==> src/rtl/acrb_cfg.svh <==
// Behaviour
// - any write to offset zero restores defaults
// - offset zero reads fixed family identification code
// - line volume six-bit, 0dB reset, muted
// - speaker gain same coding, muted, zc off
// - zero-cross bit defers volume until crossing
// - bit 5 enables buffered mid-rail reference
// - bit 3 selects reference soft start
// - bits 2:1 select reference divider, reset off
// - bit 0 selects fast reference slew
// - bit 6 selects start-up bias source
// - bit 5 selects standby bias level
// - bit 4 picks standby or master level
// - bits 3:2 master bias multiplier, reset normal
// - bit 1 enables normal bias generator
// - bit 0 enables start-up bias generator
`ifndef ACRB_CFG_SVH
`define ACRB_CFG_SVH

// =====================================================================
// register indices (byte address is four times the index)
`define ACRB_IDX_SOFT_RESET_IDENT   6'h00
`define ACRB_IDX_LINE_OUTPUT_LEVEL  6'h02
`define ACRB_IDX_SPEAKER_GAIN_LEVEL 6'h03
`define ACRB_IDX_MID_REFERENCE_CTRL 6'h04
`define ACRB_IDX_BIAS_CONTROL       6'h05
`define ACRB_IDX_ANALOGUE_PATH_SEL  6'h07

// =====================================================================
// reset values, register-word form
`define ACRB_RST_GAIN     8'hB9
`define ACRB_RST_MIDREF   5'h01
`define ACRB_RST_BIAS     7'h68
`define ACRB_RST_PATH     5'h00
`define ACRB_RST_VOLUME   6'h39

// =====================================================================
// mid-reference field positions
`define ACRB_MR_BUF_BIT   5
`define ACRB_MR_SOFT_BIT  3
`define ACRB_MR_DIV_LSB   1
`define ACRB_MR_SLEW_BIT  0

// =====================================================================
// bias current in quarters of normal
`define ACRB_Q_X025  3'h1
`define ACRB_Q_X050  3'h2
`define ACRB_Q_X075  3'h3
`define ACRB_Q_X100  3'h4
`define ACRB_Q_X150  3'h6

`endif

==> src/rtl/acrb_pkg.sv <==
package acrb_pkg;

    typedef struct packed {
        logic       mute;
        logic       zeroCross;
        logic [5:0] volume;
    } acrb_gain_t;

    typedef struct packed {
        logic       bufferOn;
        logic       softStart;
        logic [1:0] dividerSelect;
        logic       slewFast;
    } acrb_midref_t;

    typedef struct packed {
        logic       sourceSelect;
        logic       standbyLevel;
        logic       standbySelect;
        logic [1:0] masterLevel;
        logic       normalOn;
        logic       startupOn;
    } acrb_bias_t;

    typedef struct packed {
        logic dacSel;
        logic in2Vol;
        logic in2Ena;
        logic in1Vol;
        logic in1Ena;
    } acrb_path_t;

    typedef struct packed {
        acrb_gain_t   lineCfg;
        acrb_gain_t   spkCfg;
        acrb_midref_t midRef;
        acrb_bias_t   bias;
        acrb_path_t   path;
        logic [5:0]   lineVol;
        logic [5:0]   spkVol;
        logic [2:0]   biasQuarters;
        logic         pready;
        logic         pslverr;
        logic [31:0]  prdata;
    } acrb_state_t;

endpackage

==> src/rtl/acrb_bank.sv <==
`timescale 1ns/1ns
`include "acrb_cfg.svh"

module acrb_bank
    import acrb_pkg::*;
#(
    // arbitrary neutral value
    parameter logic [15:0] FAMILY_ID = 16'h5A3C
)
(
    input  wire logic         ref_clk,
    input  wire logic         arst_n,
    input  wire logic         psel,
    input  wire logic         penable,
    input  wire logic         pwrite,
    input  wire logic [7:0]   paddr,
    input  wire logic [31:0]  pwdata,
    input  wire logic [3:0]   pstrb,
    output logic [31:0]       prdata,
    output logic              pready,
    output logic              pslverr,
    input  wire logic         lineZeroCrossing,
    input  wire logic         spkZeroCrossing,
    output acrb_gain_t        lineCfg,
    output acrb_gain_t        spkCfg,
    output logic [5:0]        lineVolume,
    output logic [5:0]        spkVolume,
    output acrb_midref_t      midRef,
    output acrb_bias_t        bias,
    output logic [2:0]        biasQuarters,
    output acrb_path_t        path
);

    // =================================================================
    // word packing helpers
    function automatic logic [15:0] merge16
    (
        input logic [15:0] oldWord,
        input logic [15:0] newWord,
        input logic [1:0]  strb
    );
        merge16 = oldWord;
        if (strb[0])
        begin
            merge16[7:0] = newWord[7:0];
        end
        if (strb[1])
        begin
            merge16[15:8] = newWord[15:8];
        end
    endfunction

    function automatic logic [15:0] midref_word(input acrb_midref_t m);
        midref_word = 16'h0000;
        midref_word[`ACRB_MR_BUF_BIT] = m.bufferOn;
        midref_word[`ACRB_MR_SOFT_BIT] = m.softStart;
        midref_word[`ACRB_MR_DIV_LSB +: 2] = m.dividerSelect;
        midref_word[`ACRB_MR_SLEW_BIT] = m.slewFast;
    endfunction

    function automatic acrb_midref_t midref_field(input logic [15:0] w);
        midref_field.bufferOn = w[`ACRB_MR_BUF_BIT];
        midref_field.softStart = w[`ACRB_MR_SOFT_BIT];
        midref_field.dividerSelect = w[`ACRB_MR_DIV_LSB +: 2];
        midref_field.slewFast = w[`ACRB_MR_SLEW_BIT];
    endfunction

    // standby level wins over master level when selected
    function automatic logic [2:0] bias_quarters(input acrb_bias_t b);
        if (b.standbySelect)
        begin
            bias_quarters = b.standbyLevel ? `ACRB_Q_X025 : `ACRB_Q_X050;
        end
        else
        begin
            unique case (b.masterLevel)
                2'b00: bias_quarters = `ACRB_Q_X050;
                2'b01: bias_quarters = `ACRB_Q_X075;
                2'b10: bias_quarters = `ACRB_Q_X100;
                2'b11: bias_quarters = `ACRB_Q_X150;
            endcase
        end
    endfunction

    // =================================================================
    // bus decode
    acrb_state_t stateQ;
    acrb_state_t stateD;
    logic [5:0]  regIndex;
    logic        addrMapped;
    logic        setupPhase;
    logic        writeTaken;
    logic        softReset;
    logic [15:0] readWord;

    assign regIndex = paddr[7:2];
    assign setupPhase = psel && !penable && !stateQ.pready;
    assign writeTaken = psel && penable && stateQ.pready && pwrite && addrMapped;
    assign softReset = writeTaken && (regIndex == `ACRB_IDX_SOFT_RESET_IDENT);

    always_comb
    begin
        addrMapped = (paddr[1:0] == 2'b00);
        readWord = 16'h0000;
        unique case (regIndex)
            `ACRB_IDX_SOFT_RESET_IDENT:
                readWord = FAMILY_ID;
            `ACRB_IDX_LINE_OUTPUT_LEVEL:
                readWord = {8'h00, stateQ.lineCfg};
            `ACRB_IDX_SPEAKER_GAIN_LEVEL:
                readWord = {8'h00, stateQ.spkCfg};
            `ACRB_IDX_MID_REFERENCE_CTRL:
                readWord = midref_word(stateQ.midRef);
            `ACRB_IDX_BIAS_CONTROL:
                readWord = {9'h000, stateQ.bias};
            `ACRB_IDX_ANALOGUE_PATH_SEL:
                readWord = {11'h000, stateQ.path};
            default:
                addrMapped = 1'b0;
        endcase
    end

    // =================================================================
    // next state
    always_comb
    begin
        stateD = stateQ;
        stateD.pready = 1'b0;
        stateD.pslverr = 1'b0;

        // one wait-free access cycle; read data latched in setup, write data taken in access
        if (setupPhase)
        begin
            stateD.pready = 1'b1;
            stateD.pslverr = !addrMapped;
            stateD.prdata = (pwrite || !addrMapped) ? 32'h0000_0000 : {16'h0000, readWord};
        end

        // volume follows at once or waits for a crossing
        if (!stateQ.lineCfg.zeroCross || lineZeroCrossing)
        begin
            stateD.lineVol = stateQ.lineCfg.volume;
        end
        if (!stateQ.spkCfg.zeroCross || spkZeroCrossing)
        begin
            stateD.spkVol = stateQ.spkCfg.volume;
        end
        stateD.biasQuarters = bias_quarters(stateQ.bias);

        if (writeTaken)
        begin
            unique case (regIndex)
                `ACRB_IDX_LINE_OUTPUT_LEVEL:
                    stateD.lineCfg = acrb_gain_t'(8'(merge16({8'h00, stateQ.lineCfg},
                        pwdata[15:0], pstrb[1:0])));
                `ACRB_IDX_SPEAKER_GAIN_LEVEL:
                    stateD.spkCfg = acrb_gain_t'(8'(merge16({8'h00, stateQ.spkCfg},
                        pwdata[15:0], pstrb[1:0])));
                `ACRB_IDX_MID_REFERENCE_CTRL:
                    stateD.midRef = midref_field(merge16(midref_word(stateQ.midRef),
                        pwdata[15:0], pstrb[1:0]));
                `ACRB_IDX_BIAS_CONTROL:
                    stateD.bias = acrb_bias_t'(7'(merge16({9'h000, stateQ.bias},
                        pwdata[15:0], pstrb[1:0])));
                `ACRB_IDX_ANALOGUE_PATH_SEL:
                    stateD.path = acrb_path_t'(5'(merge16({11'h000, stateQ.path},
                        pwdata[15:0], pstrb[1:0])));
                default:
                    stateD.path = stateQ.path;
            endcase
        end

        // data word and strobes do not matter here
        if (softReset)
        begin
            stateD.lineCfg = `ACRB_RST_GAIN;
            stateD.spkCfg = `ACRB_RST_GAIN;
            stateD.midRef = `ACRB_RST_MIDREF;
            stateD.bias = `ACRB_RST_BIAS;
            stateD.path = `ACRB_RST_PATH;
            stateD.lineVol = `ACRB_RST_VOLUME;
            stateD.spkVol = `ACRB_RST_VOLUME;
        end
    end

    // =================================================================
    // state register
    always_ff @(posedge ref_clk or negedge arst_n)
    begin
        if (!arst_n)
        begin
            stateQ.lineCfg <= `ACRB_RST_GAIN;
            stateQ.spkCfg <= `ACRB_RST_GAIN;
            stateQ.midRef <= `ACRB_RST_MIDREF;
            stateQ.bias <= `ACRB_RST_BIAS;
            stateQ.path <= `ACRB_RST_PATH;
            stateQ.lineVol <= `ACRB_RST_VOLUME;
            stateQ.spkVol <= `ACRB_RST_VOLUME;
            stateQ.biasQuarters <= `ACRB_Q_X100;
            stateQ.pready <= 1'b0;
            stateQ.pslverr <= 1'b0;
            stateQ.prdata <= 32'h0000_0000;
        end
        else
        begin
            stateQ <= stateD;
        end
    end

    // =================================================================
    // outputs
    assign prdata = stateQ.prdata;
    assign pready = stateQ.pready;
    assign pslverr = stateQ.pslverr;
    assign lineCfg = stateQ.lineCfg;
    assign spkCfg = stateQ.spkCfg;
    assign lineVolume = stateQ.lineVol;
    assign spkVolume = stateQ.spkVol;
    assign midRef = stateQ.midRef;
    assign bias = stateQ.bias;
    assign biasQuarters = stateQ.biasQuarters;
    assign path = stateQ.path;
endmodule

==> config.mk <==
export PLATFORM = sky130hd
export DESIGN_NAME = acrb_bank
export DESIGN_NICKNAME = d
export VERILOG_FILES = /design/src/rtl/acrb_pkg.sv /design/src/rtl/acrb_bank.sv
export VERILOG_INCLUDE_DIRS = /design/src /design/src/rtl
export SDC_FILE = /design/constraint.sdc
export NUM_CORES = 1
export LEC_CHECK = 0
export BUFFER_PORTS_ARGS = -buffer_cell sky130_fd_sc_hd__buf_2
export CORE_ASPECT_RATIO = 0.8
export CORE_UTILIZATION = 51
export CTS_CLUSTER_SIZE = 20
export DETAILED_ROUTE_END_ITERATION = 10
export GPL_TIMING_DRIVEN = 1
export PLACE_DENSITY_LB_ADDON = 0.05
export SETUP_SLACK_MARGIN = 0.1
export SYNTH_ARGS = -nofsm -noshare
export SYNTH_HDL_FRONTEND = slang
export SYNTH_SLANG_ARGS = --single-unit
export TNS_END_PERCENT = 5
==> constraint.sdc <==
create_clock -name ref_clk -period 5.5 [get_ports ref_clk]
set_clock_uncertainty 0.05 [all_clocks]
set_input_delay 0.275 -clock ref_clk [delete_from_list [all_inputs] [get_ports ref_clk]]
set_output_delay 0.275 -clock ref_clk [all_outputs]
set_load 0.05 [all_outputs]
======== Word-level counts from Yosys, hierarchy flattened ========
Cells that the tools add are included.
W data, S select, Z words.
storage, ports and cells
  bits in latches ......................... 0
  word-level logic and storage cells ...... 88
  bits of input ports ..................... 51
  memories kept ........................... 0
  ROM bits ................................ 0
  RAM bits ................................ 0
  bits in registers ....................... 82
operators by class
  shifts and indexed selects .............. 0
  bitwise logic cells ..................... 0
  add/sub/neg operators ................... 0
  eq/ne operators ......................... 8
  order comparisons ....................... 0
  reductions and logical operators ........ 33
  multipliers ............................. 0
  multiplexer cells ....................... 20
  div/mod/pow operators ................... 0
operators with widths
  kind                  count
  $pmux W15 S6          1
  $mux W45              1
  $mux W34              1
  $mux W33              1
  $mux W8               3
  $eq A6 B3 Y1 const B  3
  $mux W6               3
  $reduce_bool A2 Y1    9
  $mux W16              1
  $mux W5               3
  $reduce_and A3 Y1     5
  $mux W7               2
  $eq A6 B2 Y1 const B  2
  $pmux W3 S4           1
  $logic_and A1 B1 Y1   7
  $logic_not A6 Y1      1
  $reduce_or A6 Y1      1
  $logic_not A1 Y1      5
  $eq A2 B2 Y1 const B  2
  $logic_not A2 Y1      2
  $logic_or A1 B1 Y1    3
  $mux W3               1
  $eq A2 B1 Y1 const B  1
  $mux W2               1
  $mux W1               1

======== Longest topological paths before layout ========
Gate-level depths: netlist of run 1.
  depth in word-level cells ............... 7
  depth in mapped cells ................... 7
  mapped depth without buffers ............ 4

======== Worst setup path before layout of run 1 ========
No wires, ideal clock.
  path kind ............................... register to register
  start ................................... reg pready (netlist name)
  end ..................................... reg midRef[0] (netlist name)
  buffers on the path ..................... 2
  stages on the path, launching flop included .. 7
  data arrival time ....................... 2.218 ns
  slack ................................... 3.150 ns
  period minus slack after synthesis ...... 2.350 ns
  cell sequence ........................... dfrtp_1 -> nand4_1 -> or3_1 -> buf_2 -> or2_2 -> clkbuf_1 -> mux2_2
between the ends
  cells in the longest elaborated chain, start to end .. 6
  elaborated cells on any way between the ends .. 9
  classes of those cells .................. mux: 1; reduce/logical: 8
RTL lines
  item                                 line             text
  $logic_and A1 B1 Y1 * (3 in series)  acrb_bank.sv:98  assign writeTaken = psel && penable && stateQ.pready && pwrite && addrMapped;
  $logic_and A1 B1 Y1                  acrb_bank.sv:99  assign softReset = writeTaken && (regIndex == `ACRB_IDX_SOFT_RESET_IDENT);
  $reduce_bool A2 Y1 (no line)         -
  $reduce_and A3 Y1 (no line)          -
Every way passes the cells marked *; elsewhere a longest branch is shown, timed or not.
A chain may end at the register's enable or synchronous reset.

======== Worst setup path after layout of run 1 ========
  start ................................... in paddr[3]
  end ..................................... reg spkCfg[6] (netlist name)
between the ends
  cells in the longest elaborated chain, start to end .. 7
  elaborated cells on any way between the ends .. 15
  classes of those cells .................. eq/ne: 5; mux: 2; reduce/logical: 8
RTL lines
  item                                        line              text
  start, declared                             acrb_bank.sv:16   input wire logic [7:0] paddr,
  $eq A6 B3 Y1, or another cell as far along  acrb_bank.sv:105  unique case (regIndex)
  $reduce_or A6 Y1 (no line)                  -
  $mux W1                                     acrb_bank.sv:105
  $logic_and A1 B1 Y1                         acrb_bank.sv:98
  $logic_and A1 B1 Y1                         acrb_bank.sv:99
  $reduce_bool A2 Y1 (no line)                -
  $reduce_and A3 Y1 (no line)                 -
Several ways; a longest one is shown, not always the timed one.

==> impl_results.md, run 1 <==
* Post-route setup TNS at 0 ns
* Top_reg_cell synth: dfrtp_1
* Drt initial violations at 105
* Clock Sink Count at 59
* Synth area leader: dfrtp_1
* Routed wire length at 7640 µm
* ANT cells at 0
* Initial antenna violation count at 0
* Wirelength per Cell at 16.8 µm
* Crit. End Element: flop
* Setup WS pre-CTS at 2.80 ns
* Final WS setup at 3.13 ns
* Largest net degree at the start of global routing at 60
* Drt drc at 0
* Number of synthesized flops with an enable pin at 0
* Area occupied by multi-input gates at 0.00135 mm²
* R2R Setup Slk at 3.29 ns
* Synth Register Bits at 59
* Syn Std Cell Area at 0.00304 mm²
* Final Hold Fails at 0
* Fin util at 65.4%
* Post-synth top area share at 29.7%
* Slowest-stage cell, CP: nor3_2
* Critical-path cell list: buf_2 -> nor2b_1 -> a2111o_4 -> nor3_2 -> mux2_2
* Relative slew slack at 38.4%
* Clk_lat worst skew at 0.34 ns
* Worst Setup EP: spkCfg[6]
* Syn Inst Count at 291
* RSZ-0062 raised after global routing: false
* Initial Utilization at 54.3%
* Placed Instances at 440
* Worst-margin pin slew at 0.920 ns
* Area added between synthesis and finish at 20.3%
* First-pass GRT wire length at 11900 µm
* Top-count cell post-synth: nand2_1
* GPL Wtd Cong at 0.825
* Gr usage total at 26.3%
* Vias in the first global route at 2240
* Die X at 88.3 µm
* Fill count at 490
* Share of post-route cells with drive strength above 1 at 45.0%
* Register area at 0.00151 mm²
* Part of the Yosys area used for sequential elements at 49.6%
* Status: finished clean
* Resize count post-CTS at 0
* Distinct cells, synth at 41
* Max-cap viol count at 0
* Detail Route Antenna Nets at 0
* Io pins at 133
* Setup Viol. Count Final at 0
* Via-to-Cell Ratio at 5.39
* Post-CTS setup buffers at 0
* Vias after detailed routing at 2459
* Fin crit period at 2.37 ns
* Post-DP HPWL at 5470 µm
* Arr. time, crit path at 2.54 ns
* Core Area at 0.00559 mm²
* FF-to-FF Start: pready
* Fin crit share at 43.0%
* Top cells by count, synth: nand2_1 (37), dfrtp_1 (36), mux2_2 (29)
* Leak at 1.81 nW
* H-tree depth at 3
* CP required at 5.68 ns
* DIE AREA at 0.00627 mm²
* IO buf count at 85
* WS Path Type: primary input to flop
* CTS tree: done
* Capture point of the worst reg-to-reg path: lineVolume[0]
* Worst-path clk slew at 0.07 ns
* GRT overflow at 0
* Max Fanout on Critical Path at 20
* Row count at 24
* R2r worst-path depth at 4
* Pwr dens at 264 mW/mm²
* Hold Buf Count CTS at 0
* CP Launch Point: paddr[3]
* Drt first pass iters at 4
* Total CTS buffers at 9
* Final cell count without fillers at 456
* Critical path startpoint category: primary input
* CTS root buf: clkbuf_8
* Final Max Slew Viols at 0
* Peak supply drop at 187 µV
* Pwr Total at 0.000963 W
* Yosys warning count at 0
* Slowest Stage Delay on Critical Path at 0.78 ns
* Syn Area/Cell at 10.4 µm²
* Hold Crit Class: primary input to asynchronous set/reset pin
* Nets at 424
* Fmax at 422 MHz
* CTS max path bufs at 2
* Asr flop ratio synth at 100%
* Synth top area cells: dfrtp_1 (30%), dfstp_2 (20%), mux2_2 (11%)
* Die Height at 71 µm
[worst min-delay path by stage]
stage,cells after the start,endpoint,start
after floorplan,0,biasQuarters[0],arst_n
after global placement,2,prdata[3],prdata[3]
after detailed placement,2,prdata[5],arst_n
after CTS,2,bias[2],arst_n
after global routing,2,pslverr,arst_n
final,2,prdata[5],arst_n
[flip-flops by register name, summed over array words and instances (netlist names)]
register      cells
pready            1
midRef            5
biasQuarters      3
bias              7
path              5
spkVolume         6
spkCfg            8
prdata            9
lineVolume        6
pslverr           1
lineCfg           8
[stage by stage]
stage | cell area (µm²) | hold slack (ns)
detailed placement | 3420 | 0.420
global placement | 3420 | 0.412
global route | 3650 | 0.101
finish | 3650 | 0.0339
floorplan | 3110 | -0.0706
CTS | 3650 | 0.0598
[worst max-delay path, delay by kind of cell]
| family | cells | cell delay, ns |
|---|---|---|
| AO/OA/AOI/OAI | 1 | 0.57 |
| multiplexers | 1 | 0.42 |
| buffers and inverters | 1 | 0.31 |
| AND/OR/NAND/NOR | 2 | 0.97 |
[metal layers]
metal	routed length [µm]	up-vias	GRT usage, %
met2	3570	94	39.1
met5	0	-	0
met4	90	0	5.73
met3	474	12	8.40
li1	-	1153	-
met1	3510	1200	37.8
[layout make-up]
| cell class | instances | area share (%) |
|---|---|---|
| inverter | 8 | 0.822 |
| sequential | 59 | 41.2 |
| clock inverter | 6 | 2.43 |
| timing repair buffer | 87 | 12.1 |
| multi-input combinational | 208 | 37.0 |
| tap | 78 | 2.67 |
| clock buffer | 10 | 3.77 |
[power by group]
group          total [W]  leakage, nW  internal [W]  switching (W)
logic          0.0000832        0.968     0.0000160      0.0000672
registers       0.000437        0.734      0.000436    0.000000805
clock network   0.000443        0.108      0.000267       0.000176
total           0.000963         1.81      0.000719       0.000244
[kinds of logic after synthesis]
| logic type | synth area share (%) |
|---|---|
| and+or+nand+nor | 17.2 |
| DFF | 49.6 |
| AOI/OAI and AO/OA | 13.5 |
| buffers and inverters | 8.45 |
| muxes | 11.1 |
| other | 0.124 |
[placed cells by master (no fill, tap or decap), drive strengths merged, types with 4 or more instances in the layout]
master  synthesis  layout
a22o            7       7
clkbuf          7      10
nand2b          5       5
a22oi           4       4
conb            1      20
dfrtp          36      36
nor2b          12      12
buf            28      87
o21ai          17      17
nand4           4       4
nand2          37      37
o31ai           5       5
inv             8       8
nor2            5       5
dfstp          23      23
mux2           29      29
or2             8       8
nand3          14      14
a21oi          12      12
Note: power is estimated with default switching activity, not from simulation.
==> run 2, diff against run 1 <==
- ABC_AREA: not set -> 1
- CORE_UTILIZATION: 51 -> 48
- clock period: 5.5 -> 2.25 ns (I/O delays scaled with it)
==> run 2 against run 1 <==
Against the previous run: synthesized cell count grew 34%; global-route usage shrank 1.8 points; wire length shrank 1.8%; sequential power grew 140%; clock power grew 120%; cell area grew 3.5%; clock-buffer cell count is the same; first-iteration DRC count grew 15%; power grew 130%; critical path depth grew 5; die area grew 6.9%; sequential share of layout area shrank 1.4 points; critical path type unchanged; largest power group is now registers; highest routed layer unchanged.
==> impl_results.md, run 2 <==
* Final Max Slew Viols at 0
* Max-cap viol count at 0
* Arr. time, crit path at 1.97 ns
* Status: finished clean
* R2r worst-path depth at 8
* GRT overflow at 0
* Routed wire length at 7510 µm
* Die Height at 73.4 µm
* Synth Area in Compound Gates at 3.40%
* WS Path Type: primary input to flop
* XOR/XNOR share of the synthesized area at 0%
* DIE AREA at 0.00670 mm²
* H-tree depth at 3
* Initial Utilization at 50.7%
* IO buf count at 85
* Syn Inst Count at 390
* Die X at 91.2 µm
* Post-route design area at 0.00378 mm²
* Mux contribution to synthesized area at 1.47%
* CTS max path bufs at 2
* Area after DPL at 0.00352 mm²
* Clock Sink Count at 59
* First-pass GRT wire length at 12200 µm
* Fmax at 557 MHz
* Synth top area cells: dfrtp_1 (29%), dfstp_2 (20%), nand2_1 (19%)
* Hold Crit Class: primary input to flop
* Capture point of the worst reg-to-reg path: bias[4]
* Critical path startpoint category: primary input
* Number of synthesized flops with an enable pin at 0
* Nets at 539
* Synth Area in Simple Gates at 33.7%
* Initial antenna violation count at 0
* Share of post-route cells with drive strength above 1 at 30.6%
* Syn Std Cell Area at 0.00306 mm²
* Fin crit share at 79.8%
* Clk_lat worst skew at 0.35 ns
* Asr flop ratio synth at 100%
* Largest register by flop count: prdata
* Top Registers: prdata: 9 flops, lineCfg: 8 flops, spkCfg: 8 flops
* Leak at 2.29 nW
* Fill count at 562
* GPL Wtd Cong at 0.863
* Vias after detailed routing at 2750
* Fin crit period at 1.80 ns
* Synth area leader: dfrtp_1
* Worst hold stages at 4
* R2R Setup Slk at 0.50 ns
* Final Hold Fails at 0
* Post-DP HPWL at 5670 µm
* Drt initial violations at 121
* Max Fanout on Critical Path at 14
* Max reg flops at 9
* Post-CTS setup buffers at 0
* Via-to-Cell Ratio at 4.79
* CP required at 2.43 ns
* Post-synth top area share at 29.5%
* Total CTS buffers at 9
* Post-route setup TNS at 0 ns
* Synth Area in Adders at 0%
* Crit. End Element: flop
* Setup Viol. Count Final at 0
* Wirelength per Cell at 13.1 µm
* Final cell count without fillers at 574
* Detail Route Antenna Nets at 0
* Hold path startpoint: spkZeroCrossing
* Top_reg_cell synth: dfrtp_1
* Area added between synthesis and finish at 23.6%
* Syn Area/Cell at 7.84 µm²
* CTS root buf: clkbuf_8
* Hold worst-path end: spkVolume[5]
* ANT cells at 0
* Worst-path clk slew at 0.07 ns
* Distinct cells, synth at 28
* Drt first pass iters at 4
* Vias in the first global route at 2483
* Most common cell after layout, fill and taps aside: nand2_1
* RSZ-0062 raised after global routing: false
* Synth Register Bits at 59
* Top-count cell post-synth: nand2_1
* Core Area at 0.00604 mm²
* Highest-count cells in the layout ignoring fill and taps: nand2_1 (151), buf_2 (85), nand3_1 (58)
* Yosys warning count at 0
* Gr usage total at 24.5%
* CTS tree: done
* Combinational family with the most area after synthesis: simple AND/OR/NAND/NOR gates
* Drt drc at 0
* FF-to-FF Start: pready
* Peak supply drop at 351 µV
* Io pins at 133
* Largest net degree at the start of global routing at 60
* Part of the Yosys area used for sequential elements at 49.2%
* Placed Instances at 552
* Row count at 25
* Pwr dens at 592 mW/mm²
* Top cells by count, synth: nand2_1 (151), nand3_1 (58), inv_1 (39)
==> run 2: cell count changes after synthesis, moves of 7 or more <==
cell	delta
inv_1	+31
a21oi_1	-10
or2_2	-8
nand2_1	+114
nand3_1	+44
o21ai_0	-8
nor2b_1	-12
a22o_1	-7
mux2_2	-25
==> run 2: layer usage <==
metal  part of all wire (%)  GRT usage, %  up-vias
li1                       -             -     1389
met5                      0             0        -
met3                    6.7          6.11       11
met2                     42          35.7      105
met1                     50          35.4     1245
met4                    1.6          9.52        0
==> run 2: cell type report <==
type | instances | area, µm² | area share (%)
clock buffer | 10 | 138 | 3.64
timing repair buffer | 99 | 558 | 14.8
inverter | 42 | 158 | 4.17
sequential | 59 | 1510 | 39.8
clock inverter | 6 | 65.1 | 1.72
tap | 81 | 101 | 2.68
multi-input combinational | 277 | 1250 | 33.2
==> run 2: worst max-delay path, cell delays in order <==
cell and delay, ns:
dlygate4sd3_1 0.53, buf_2 0.11, nand3_1 0.08, nor2_1 0.26, nand3_2 0.15, a21oi_2 0.23, buf_4 0.23, nand2_2 0.13
nand2_1 0.08, nand2_1 0.06
==> run 2: worst max-delay path by stage <==
stage	cells after the start	from	slack [ns]	end
2_1_floorplan	8	pready	0.42	bias[4]
3_3_place_gp	10	paddr[5]	0.56	lineCfg[2]
3_5_place_dp	8	pready	0.52	bias[4]
4_1_cts	10	penable	0.48	bias[4]
5_1_grt	9	penable	0.27	path[1]
6_report	10	penable	0.45	bias[4]
==> run 2: cell families (layout without fill, tap and decap cells) <==
kind of cell	Yosys count	after routing
compound gates	17	17
buf+inv	73	157
flops	59	59
mux	4	4
other cells	1	20
simple gates	236	236
==> run 2: per-stage QoR <==
step / total power (W) / setup WS [ns] / hold slack (ns) / utilization (%)
3_3_place_gp: 0.00127 / 0.561 / 0.0903 / 58.3
4_1_cts: 0.00226 / 0.484 / 0.00756 / 62.6
6_report: 0.00224 / 0.454 / 0.0219 / 62.6
5_1_grt: 0.00231 / 0.265 / 0.0356 / 62.6
2_1_floorplan: 0.00124 / 0.420 / -0.233 / -
3_5_place_dp: 0.00127 / 0.522 / 0.0883 / 58.3
==> run 2: timing repair <==
item | CTS | global route
hold buffers | 6 | 0
endpoints found under the hold margin | 63 | 0
resized for setup | 0 | 0
==> run 2: power breakdown <==
group	switching [W]	leakage [nW]	internal, W	total [W]
Clock	0.000435	0.102	0.000540	0.000975
Combinational	0.000156	1.45	0.0000411	0.000197
Sequential	0.000000997	0.733	0.00107	0.00107
==> run 3, diff against run 2 <==
- ABC_AREA: 1 -> 0
- CORE_UTILIZATION: 48 -> 43
- clock period: 2.25 -> 1.6 ns (I/O delays scaled with it)
==> run 3 against run 2 <==
Against the previous run: the flow now finishes with violations (setup timing); wire length increased by 12%; first-iteration DRC count is 34% higher; sequential power is 40% higher; worst hold slack lost 0.0015 ns; final cell count down 11%; clock power grew 20%; setup slack got worse by 0.55 ns; via count decreased by 2.8%; flip-flop and latch count is the same; clock-buffer cell count increased by 3; largest cell class unchanged.
==> impl_results.md, run 3 (synthesis results as in run 1) <==
* Vias in the first global route at 2646
* Detail Route Antenna Nets at 0
* Area added between synthesis and finish at 35.3%
* Fin crit share at 106%
* Final Max Slew Viols at 0
* GPL Wtd Cong at 0.808
* Area after DPL at 0.00373 mm²
* R2r worst-path depth at 6
* CP Launch Point: pready
* Peak supply drop at 520 µV
* CTS max path bufs at 2
* CTS root buf: clkbuf_8
* Share of post-route cells with drive strength above 1 at 51.2%
* Placed Instances at 484
* Drt initial violations at 162
* Arr. time, crit path at 1.88 ns
* Drt drc at 0
* Setup Viol. Count Final at 26
* Max reg flops at 9
* Leak at 2.09 nW
* R2R Setup Slk at -0.1 ns
* WS Path Type: flop to flop
* Pwr dens at 736 mW/mm²
* Initial antenna violation count at 0
* Capture point of the worst reg-to-reg path: lineCfg[6]
* Critical path startpoint category: flop
* Gr usage total at 25.2%
* Largest net degree at the start of global routing at 60
* CP required at 1.78 ns
* Final WS setup at -0.0968 ns
* Hold Crit Class: primary input to flop
* Die Height at 77.2 µm
* GRT overflow at 0
* Worst Setup EP: lineCfg[6]
* DIE AREA at 0.00740 mm²
* Final cell count without fillers at 510
* Nets at 472
* Final Hold Fails at 0
* Post-DP HPWL at 6210 µm
* Vias after detailed routing at 2673
* Largest register by flop count: prdata
* Max-cap viol count at 0
* Highest-count cells in the layout ignoring fill and taps: buf_2 (86), nand2_1 (37), dfrtp_1 (35), buf_4 (35), mux2_2 (24)
* H-tree depth at 3
* Total CTS buffers at 9
* First-pass GRT wire length at 13800 µm
* Clk_lat worst skew at 0.34 ns
* Io pins at 133
* Fin crit period at 1.70 ns
* Max Fanout on Critical Path at 7
* CTS tree: done
* Status: complete, but fails checks
* Row count at 26
* Crit. End Element: flop
* Die X at 95.9 µm
* Fmax at 589 MHz
* Routed wire length at 8380 µm
* Failing checks: setup timing
* Post-route design area at 0.00411 mm²
* Drt first pass iters at 4
* Most common cell after layout, fill and taps aside: buf_2
* Initial Utilization at 46.0%
* Core Area at 0.00660 mm²
* IO buf count at 85
* Worst-path clk slew at 0.07 ns
* Top Registers: prdata: 9 flops, lineCfg: 8 flops, spkCfg: 8 flops
* ANT cells at 0
* Wirelength per Cell at 16.4 µm
* Fin util at 62.2%
* FF-to-FF Start: pready
* Clock Sink Count at 59
* Via-to-Cell Ratio at 5.24
* RSZ-0062 raised after global routing: true
## run 3: cell count changes in the layout (fill, tap and decap cells not counted), moves of 7 or more
cell | previous run | this run
nand3_1 | 58 | 14
mux2_2 | 4 | 24
inv_1 | 39 | 8
a21oi_1 | 2 | 12
buf_4 | 7 | 35
a22o_1 | 0 | 7
nand2_1 | 151 | 37
nor2b_1 | 0 | 10
## run 3: area by class of cell
class,count,area [µm²]
clock buffer,13,149
clock inverter,3,15.0
fill,585,2500
inverter,8,30.0
multi-input combinational,208,1450
sequential,59,1510
tap,84,105
timing repair buffer,135,850
## run 3: how the worst min path moves through the flow
stage / startpoint / to / slack, ns / cells past startpoint
global placement: arst_n / prdata[6] / 0.06 / 2
detailed placement: arst_n / prdata[6] / 0.05 / 2
finish: spkZeroCrossing / spkVolume[0] / 0.02 / 4
global route: spkZeroCrossing / spkVolume[0] / 0.04 / 4
CTS: spkZeroCrossing / spkVolume[0] / 0.02 / 4
floorplan: arst_n / biasQuarters[0] / -0.27 / 0
## run 3: worst max-delay path, cell delays in order, from the launching register on
cell and delay, ns:
dfrtp_2 0.38, buf_6 0.10, nand4_1 0.11, buf_6 0.17, a2111oi_4 0.25, buf_6 0.20, mux2_2 0.33
## run 3: stage by stage
stage	total power [W]	hold WS (ns)	setup WS (ns)	setup TNS (ns)
finish	0.00302	0.0204	-0.0968	-1.50
floorplan	0.00176	-0.266	-0.496	-17.51
global route	0.00315	0.0394	-0.145	-2.99
detailed placement	0.00185	0.0530	-0.449	-12.21
global placement	0.00185	0.0591	-0.439	-11.84
CTS	0.00305	0.0167	-0.0943	-1.34
## run 3: per-layer routing
layer / wire length [µm] / vias to the layer above / GRT usage [%] / part of all wire [%]
li1: - / 1257 / - / -
met1: 4000 / 1314 / 36.1 / 48
met2: 3800 / 97 / 37.6 / 45
met3: 512 / 5 / 6.05 / 6.1
met4: 67 / 0 / 7.31 / 0.80
met5: 0 / - / 0 / 0
## run 3: repair_timing
| action | in CTS | in global routing |
|---|---|---|
| buffers inserted | 1 | 0 |
| pin swaps | 8 | 3 |
| gates cloned | 1 | 0 |
| hold endpoints to repair | 69 | 0 |
| resized for setup | 26 | 9 |
| endpoints found under the setup margin | 50 | 50 |
| hold buffers | 8 | 0 |
## run 3: power by group
part / internal (W) / switching, W
Sequential: 0.00150 / 0.00000221
Combinational: 0.000105 / 0.000250
Clock: 0.000598 / 0.000568
Total: 0.00220 / 0.000820
